--- config.mk ---
export PLATFORM = sky130hd
export DESIGN_NAME = rss_sequencer
export DESIGN_NICKNAME = d
export VERILOG_FILES = /design/src/rss_pkg.sv /design/src/rss_sequencer.sv
export SDC_FILE = /design/constraint.sdc
export NUM_CORES = 1
export LEC_CHECK = 0
export BUFFER_PORTS_ARGS = -buffer_cell sky130_fd_sc_hd__buf_2
export CORE_ASPECT_RATIO = 1.4
export CORE_MARGIN = 10
export CORE_UTILIZATION = 51
export CTS_CLUSTER_SIZE = 30
export DETAILED_ROUTE_END_ITERATION = 10
export GPL_ROUTABILITY_DRIVEN = 0
export GPL_TIMING_DRIVEN = 0
export PLACE_DENSITY = 0.71
export SYNTH_ARGS = -nofsm -noshare
export SYNTH_HDL_FRONTEND = slang
export SYNTH_SLANG_ARGS = --single-unit
--- constraint.sdc ---
create_clock -name clk -period 2.71 [get_ports clk]
set_input_delay 0.542 -clock clk [delete_from_list [all_inputs] [get_ports clk]]
set_output_delay 0.542 -clock clk [all_outputs]
set_load 0.01 [all_outputs]
--- src/rss_pkg.sv ---
// Package for the regulator start-up sequencer: timing and sizing constants.
// Assumes a 20 MHz core clock; the ramp step cycle count derives from that rate.
package rss_pkg;

  localparam int unsigned CLK_HZ        = 20000000;
  // Soft-start ramp, in microvolts per microsecond
  localparam int unsigned SS_RATE_UV_US = 200;
  // Final soft-start level, in microvolts
  localparam int unsigned SS_FINAL_UV   = 1500000;
  // Effective ramp span that sets output rise time, in microvolts
  localparam int unsigned SS_LOW_UV     = 150000;
  localparam int unsigned SS_HIGH_UV    = 750000;
  // One level step equals 1 mV; time per step in ns, then in clock cycles
  localparam int unsigned SS_STEP_UV    = 1000;
  localparam int unsigned SS_STEP_NS    = SS_STEP_UV * 1000 / SS_RATE_UV_US;
  localparam int unsigned SS_STEP_CYC   = SS_STEP_NS / (1000000000 / CLK_HZ);
  // Level in mV steps
  localparam int unsigned SS_MAX_CODE   = SS_FINAL_UV / SS_STEP_UV;
  localparam int unsigned SS_LOW_CODE   = SS_LOW_UV / SS_STEP_UV;
  localparam int unsigned SS_HIGH_CODE  = SS_HIGH_UV / SS_STEP_UV;
  localparam int unsigned SS_W          = 11;
  // Output rise time in ns
  localparam int unsigned T_RISE_NS     = (SS_HIGH_UV - SS_LOW_UV) * 1000 / SS_RATE_UV_US;

  // Pre-bias stepping: eighths of a period, pulses per step
  localparam int unsigned PB_STEPS      = 8;
  localparam int unsigned PB_PULSES     = 16;
  localparam int unsigned PERIOD_CYC    = 32;

  typedef enum logic [1:0] {
    RSS_IDLE  = 2'b00,
    RSS_WAIT  = 2'b01,
    RSS_STEP  = 2'b10,
    RSS_RUN   = 2'b11
  } rss_state_t;

endpackage

--- src/rss_sequencer.sv ---
// Contract
// Drivers off while either monitor is low
// Resume switching once both monitors valid
// Supply-valid only when both monitors valid
// Soft-start begins when supply-valid asserts
// Low side off until first high pulse
// Low side duty from eighth, eighth steps
// Sixteen pulses per step, eight steps
// Soft-start level rises linearly to final
// Rise time set by span and rate
// Fault guards active during soft-start
// Level stepped by internal timed enable
// Supply-valid loss resets ramp and stepping
//
// Start-up sequencer: supply-valid, soft-start level, pre-bias low-side stepping.
// Assumes monitor and guard inputs are synchronous comparator results and
// hs_pwm is the modulator's high-side request, one pulse per switching period.
`timescale 1ns/1ps
module rss_sequencer
  import rss_pkg::*;
#(
  parameter int unsigned STEP_CYC   = SS_STEP_CYC,
  parameter int unsigned PERIOD_LEN = PERIOD_CYC
) (
  // Clock and reset
  input  wire logic              clk,
  input  wire logic              rst,
  // Monitor results
  input  wire logic              bias_ok,
  input  wire logic              enable_ok,
  // Modulator requests and fault guards
  input  wire logic              hs_pwm,
  input  wire logic              ls_pwm,
  input  wire logic              overcurrent_guard,
  input  wire logic              overvoltage_guard,
  // Driver permissions and status
  output logic                   high_side_switch,
  output logic                   low_side_switch,
  output logic                   supply_valid,
  output logic                   soft_start_active,
  output logic                   rise_window,
  output logic [SS_W-1:0]        soft_start_level,
  output logic [3:0]             ls_duty_eighths
);

  localparam int unsigned TW = $clog2(STEP_CYC + 1);
  localparam int unsigned PW = $clog2(PERIOD_LEN + 1);
  localparam logic [SS_W-1:0] SS_MAX = SS_W'(SS_MAX_CODE);
  localparam logic [SS_W-1:0] SS_LO  = SS_W'(SS_LOW_CODE);
  localparam logic [SS_W-1:0] SS_HI  = SS_W'(SS_HIGH_CODE);

  rss_state_t        state_q;
  logic              pwr_ok;
  logic              fault;
  logic [TW-1:0]     tick_cnt_q;
  logic              tick;
  logic [PW-1:0]     phase_q;
  logic              hs_prev_q;
  logic              hs_rise;
  logic [4:0]        pulse_cnt_q;
  logic [3:0]        duty_q;
  logic              ls_window;

  assign pwr_ok  = bias_ok & enable_ok;
  assign fault   = overcurrent_guard | overvoltage_guard;
  assign tick    = (tick_cnt_q == TW'(STEP_CYC - 1));
  assign hs_rise = hs_pwm & ~hs_prev_q;
  // Low-side allowed for duty eighths of the period from the start of the high pulse
  assign ls_window = (phase_q < PW'((PERIOD_LEN / PB_STEPS) * duty_q));

  // Sequencer held off: a monitor is low or start-up has not begun
  function automatic logic seq_hold(input logic ok, input rss_state_t st);
    return !ok || st == RSS_IDLE;
  endfunction

  // All start-up pulses counted at the present duty
  function automatic logic pulses_done(input logic [4:0] cnt);
    return cnt == 5'(PB_PULSES);
  endfunction

  // Low-side duty has reached the full period
  function automatic logic duty_full(input logic [3:0] duty);
    return duty == 4'(PB_STEPS);
  endfunction

  // Power-on-ready flag
  always_ff @(posedge clk or posedge rst) begin
    if (rst) begin
      supply_valid <= 1'b0;
    end else begin
      supply_valid <= pwr_ok;
    end
  end

  // Ramp timing enable
  always_ff @(posedge clk or posedge rst) begin
    if (rst) begin
      tick_cnt_q <= '0;
    end else if (seq_hold(pwr_ok, state_q) || tick) begin
      tick_cnt_q <= '0;
    end else begin
      tick_cnt_q <= tick_cnt_q + TW'(1);
    end
  end

  // Sequencer state
  always_ff @(posedge clk or posedge rst) begin
    if (rst) begin
      state_q <= RSS_IDLE;
    end else if (!pwr_ok) begin
      state_q <= RSS_IDLE;
    end else begin
      unique case (state_q)
        RSS_IDLE: begin
          if (supply_valid) begin
            state_q <= RSS_WAIT;
          end
        end
        RSS_WAIT: begin
          if (hs_rise && !fault) begin
            state_q <= RSS_STEP;
          end
        end
        RSS_STEP: begin
          if (duty_full(duty_q) && pulses_done(pulse_cnt_q)) begin
            state_q <= RSS_RUN;
          end
        end
        RSS_RUN: begin
          state_q <= RSS_RUN;
        end
      endcase
    end
  end

  // Soft-start level
  always_ff @(posedge clk or posedge rst) begin
    if (rst) begin
      soft_start_level <= '0;
    end else if (seq_hold(pwr_ok, state_q)) begin
      soft_start_level <= '0;
    end else if (tick && soft_start_level < SS_MAX) begin
      soft_start_level <= soft_start_level + SS_W'(1);
    end
  end

  // Status flags
  always_ff @(posedge clk or posedge rst) begin
    if (rst) begin
      soft_start_active <= 1'b0;
      rise_window       <= 1'b0;
    end else begin
      soft_start_active <= pwr_ok && state_q != RSS_IDLE && soft_start_level < SS_MAX;
      rise_window       <= pwr_ok && soft_start_level >= SS_LO
                           && soft_start_level < SS_HI;
    end
  end

  // Switching period phase, restarted on each high-side pulse
  // Saturates so a missing high pulse cannot reopen the low-side window
  always_ff @(posedge clk or posedge rst) begin
    if (rst) begin
      hs_prev_q <= 1'b0;
      phase_q   <= '0;
    end else begin
      hs_prev_q <= hs_pwm;
      if (hs_rise) begin
        phase_q <= '0;
      end else if (phase_q != PW'(PERIOD_LEN)) begin
        phase_q <= phase_q + PW'(1);
      end
    end
  end

  // Pre-bias duty stepping
  always_ff @(posedge clk or posedge rst) begin
    if (rst) begin
      duty_q      <= 4'h0;
      pulse_cnt_q <= 5'h00;
    end else if (seq_hold(pwr_ok, state_q) || state_q == RSS_WAIT) begin
      duty_q      <= 4'h1;
      pulse_cnt_q <= 5'h00;
    end else if (state_q == RSS_STEP && hs_rise) begin
      if (pulses_done(pulse_cnt_q)) begin
        if (!duty_full(duty_q)) begin
          duty_q <= duty_q + 4'h1;
        end
        pulse_cnt_q <= 5'h01;
      end else begin
        pulse_cnt_q <= pulse_cnt_q + 5'h01;
      end
    end
  end

  // Reported low-side limit, zero until stepping starts
  always_ff @(posedge clk or posedge rst) begin
    if (rst) begin
      ls_duty_eighths <= 4'h0;
    end else if (seq_hold(pwr_ok, state_q) || state_q == RSS_WAIT) begin
      ls_duty_eighths <= 4'h0;
    end else begin
      ls_duty_eighths <= duty_q;
    end
  end

  // Driver permissions
  always_ff @(posedge clk or posedge rst) begin
    if (rst) begin
      high_side_switch <= 1'b0;
      low_side_switch  <= 1'b0;
    end else if (seq_hold(pwr_ok, state_q)) begin
      high_side_switch <= 1'b0;
      low_side_switch  <= 1'b0;
    end else begin
      high_side_switch <= hs_pwm && !fault;
      unique case (state_q)
        RSS_WAIT: low_side_switch <= 1'b0;
        RSS_STEP: low_side_switch <= ls_pwm && !hs_pwm && ls_window && !overcurrent_guard;
        RSS_IDLE, RSS_RUN: low_side_switch <= ls_pwm && !hs_pwm && !overcurrent_guard;
      endcase
    end
  end

endmodule

==> summary.txt <==
Critical path
  • Crit Reg-Reg Endpoint: duty_q[3]$_DFFE_PP0P_
  • Worst path depth: 9
  • Worst Setup End Kind: register
  • Reg2Reg Depth: 9
  • Setup crit start kind: register
  • RR Startpoint: state_q[0]$_DFFE_PP0P_
  • Reg2Reg Setup Slack: between 0.6 and 0.7 ns
  • Worst path buffer plus inverter count: 3
  • Crit path cell chain: inv_1 -> ha_1 -> and3b_1 -> clkbuf_1 -> and3b_1 -> clkbuf_1 -> nand4_1 -> xnor2_1 -> nor2_1
  • Top delay family on crit path: simple AND/OR/NAND/NOR gates
  • Worst Path Max Fanout: 9
  • Critical Path Source: state_q[0]$_DFFE_PP0P_
  • CP required: 2.88 ns
  • Critical path class: reg -> reg
  • Worst path slowest cell: dfrtp_1
  • Worst path arrival time: 2.21 ns
  • Critical path capture point: duty_q[3]$_DFFE_PP0P_
  • Largest stage delay on the critical path: 0.41 ns

Floorplanning
  • Die height: a little under 100 µm
  • Cell row count: 28
  • Io pins: 28
  • Die width: around 77 µm
  • Starting density of the core: between 50% and 60%
  • Die ar.: roughly 7600 µm²
  • Core area: 4270 µm²

Min path
  • Hold crit path type: in -> async

Layout
  • Antenna Cells: 0
  • Area delta synth->final: 15.2%
  • Nets: approximately 280
  • Fill count: between 300 and 400
  • Post-Layout Cell Count: between 300 and 400
  • Fraction of layout instances using a drive strength above 1: 15.9%
  • Fin area: about 2600 µm²

Power
  • Leak: ~1.2 nW
  • Peak supply drop: 0.000358 V
  • PD cells: about 540 nW/µm²

CTS
  • Cts repair resizes: 0
  • Clk buf depth: 2
  • Number of CTS-inserted buffers: 5
  • Clk Latency, worst-skew pair: roughly 0.3 ns
  • TritonCTS clock tree: done
  • H-tree depth: 2
  • Hold Buf Count CTS: 0
  • Setup Fix Bufs, Post-CTS: 0
  • Clock transition at path regs: 0.08 ns
  • CTS sink cnt: 45
  • CTS root buf: clkbuf_8

Drt
  • WL/cell: between 10 and 15 µm
  • Detailed-route vias per instance: between 5 and 6
  • Post-route antenna net violation count: 0
  • Total Wirelength: 4.52 mm
  • Via count: roughly 1600
  • Residual DRC: 0
  • DRT iter0 DRCs: 94
  • TritonRoute pass-1 iters: 4

Timing
  • Period utilisation layout: between 70% and 80%
  • Setup TNS: 0 ns
  • Tightest Pin Transition: roughly 0.60 ns
  • Hold Vio Cnt, Final: 0
  • Slew Limit Headroom: roughly three fifths
  • Final WS setup: 0.667 ns
  • Minimum clock period: 2.04 ns
  • RSZ-0062 raised after global routing: false
  • Clock Skew: between 0.007 and 0.008 ns
  • Fmax: between 400 and 500 MHz
  • Final Slew Violations: 0
  • Final setup viols: 0

Synthesis
  • Mean area per synthesized cell: between 10 and 15 µm²
  • Synthesized cell area: 2290 µm²
  • Post-synth top flop: dfrtp_1
  • Ys async rst share: between 90% and 100%
  • Post-synth cell types: 37
  • Warnings from Yosys: 0
  • Syn nets: approximately 240
  • Syn Inst Count: ~220
  • EDFF count, synth: 0
  • Seq cells post-synth: 45
  • Register area share after synthesis: ~50%

Global route
  • Largest net degree at the start of global routing: 38
  • Vias in the first global route: between 1500 and 2000
  • Antenna violations before repair: 0
  • First-pass GRT wire length: roughly 7.7 mm
  • Overflow after GRT: 0
  • All-Layer GR Usage: about 12%

Placed design
  • Post-DP HPWL: 3.33 mm
  • Placed cells: 310
  • IO buf count: 27
  • Placed Instance Area: between 2000 and 3000 µm²
  • DP Worst Slack: between 0.6 and 0.7 ns

Run
  • Max-Cap Viols: 0

Status
  • Status: finished, final reports clean
[sequential cells by signal (all words and copies together), names as in the netlist, 2 cells and up]
name              count
soft_start_level     11
tick_cnt_q            7
phase_q               6
pulse_cnt_q           5
duty_q                4
ls_duty_eighths       4
state_q               2
[routing by layer]
layer  GRT usage [%]  up-vias  wire [µm]
li1                -      831          -
met1            12.6      773       1890
met2            22.5       28       2320
met3            3.87        6        231
met4            5.74        0         82
met5               0        -          0
[worst min path at each step]
stage                                            endpoint  slack [ns]  cells past startpoint
after floorplan                   tick_cnt_q[0]$_DFF_PP0_        0.43                      1
after global placement            tick_cnt_q[0]$_DFF_PP0_        0.45                      1
after detailed placement          tick_cnt_q[0]$_DFF_PP0_        0.45                      1
after CTS                 soft_start_level[2]$_DFFE_PP0P_        0.14                      2
after global routing      soft_start_level[2]$_DFFE_PP0P_        0.14                      2
final                     soft_start_level[2]$_DFFE_PP0P_        0.14                      2
[synth_stat cells (all sizes together), types with 3 or more instances]
library cell	number	area share (%)
a21o	3	0.99
a21oi	8	2.2
a41oi	3	1.1
and3	6	1.6
clkbuf	5	0.82
dfrtp	45	49
ha	14	7.7
inv	13	2.1
mux2i	5	2.2
nand2	11	1.8
nand3	13	2.8
nand4	5	1.4
nor2	37	6.1
nor2b	3	0.82
o21ai	3	0.66
xnor2	11	4.2
xor2	10	3.8
[cell type report]
class | instances | area (µm²) | area share (%)
flip-flops and latches | 45 | 1130 | 42.8
multi-input cells | 159 | 1090 | 41.5
repair buffers | 28 | 155 | 5.89
clock buffers | 7 | 86.3 | 3.28
well taps | 60 | 75.1 | 2.85
inverters | 13 | 48.8 | 1.85
clock inverters | 1 | 30.0 | 1.14
plain buffers | 5 | 18.8 | 0.713
[cell usage in the layout, fill, tap and decap left out, types with 2 or more instances in the layout]
cell | synthesis | final
o21ai_0 | 3 | 3
clkbuf_1 | 5 | 6
a211oi_1 | 2 | 2
dfrtp_1 | 45 | 45
nand3_1 | 13 | 13
a311oi_1 | 2 | 2
and3_1 | 6 | 6
ha_1 | 14 | 14
xor2_1 | 10 | 10
nor3_1 | 2 | 2
or3_1 | 2 | 2
nor2_1 | 37 | 37
and3b_1 | 2 | 2
a21o_1 | 3 | 3
and2_1 | 2 | 2
mux2i_1 | 5 | 5
clkbuf_8 | 0 | 6
xnor2_1 | 11 | 11
nand3b_1 | 2 | 2
buf_2 | 0 | 27
nor2b_1 | 3 | 3
o31ai_1 | 2 | 2
a41oi_1 | 3 | 3
a21oi_1 | 7 | 7
nand4_1 | 5 | 5
nand2_1 | 11 | 11
inv_1 | 13 | 12
[metrics by stage]
stage	total power [mW]	utilization, %	hold WS (ns)
after CTS	1.44	61.6	0.136
final	1.42	61.6	0.137
after floorplan	0.857	-	0.425
after global placement	0.891	58.4	0.446
after detailed placement	0.906	58.9	0.445
after global routing	1.48	61.6	0.137
[power by group]
part           internal (mW)  leakage (nW)  switching, mW
sequential             0.699         0.615         0.0323
combinational         0.0801         0.569         0.0806
clock                  0.301        0.0585          0.224
total                   1.08          1.24          0.337
[cell families (layout without fill, tap and decap cells)]
group / after synthesis / count (layout) / synth area share (%)
buffers and inverters: 18 / 54 / 2.96
multiplexers: 5 / 5 / 2.19
AO/OA/AOI/OAI: 29 / 29 / 10.2
flip-flops: 45 / 45 / 49.3
adder cells (fa/ha/maj): 14 / 14 / 7.66
AND/OR/NAND/NOR: 90 / 90 / 19.7
XOR/XNOR: 21 / 21 / 8.05
No activity file was read; power rests on OpenSTA's default activity.
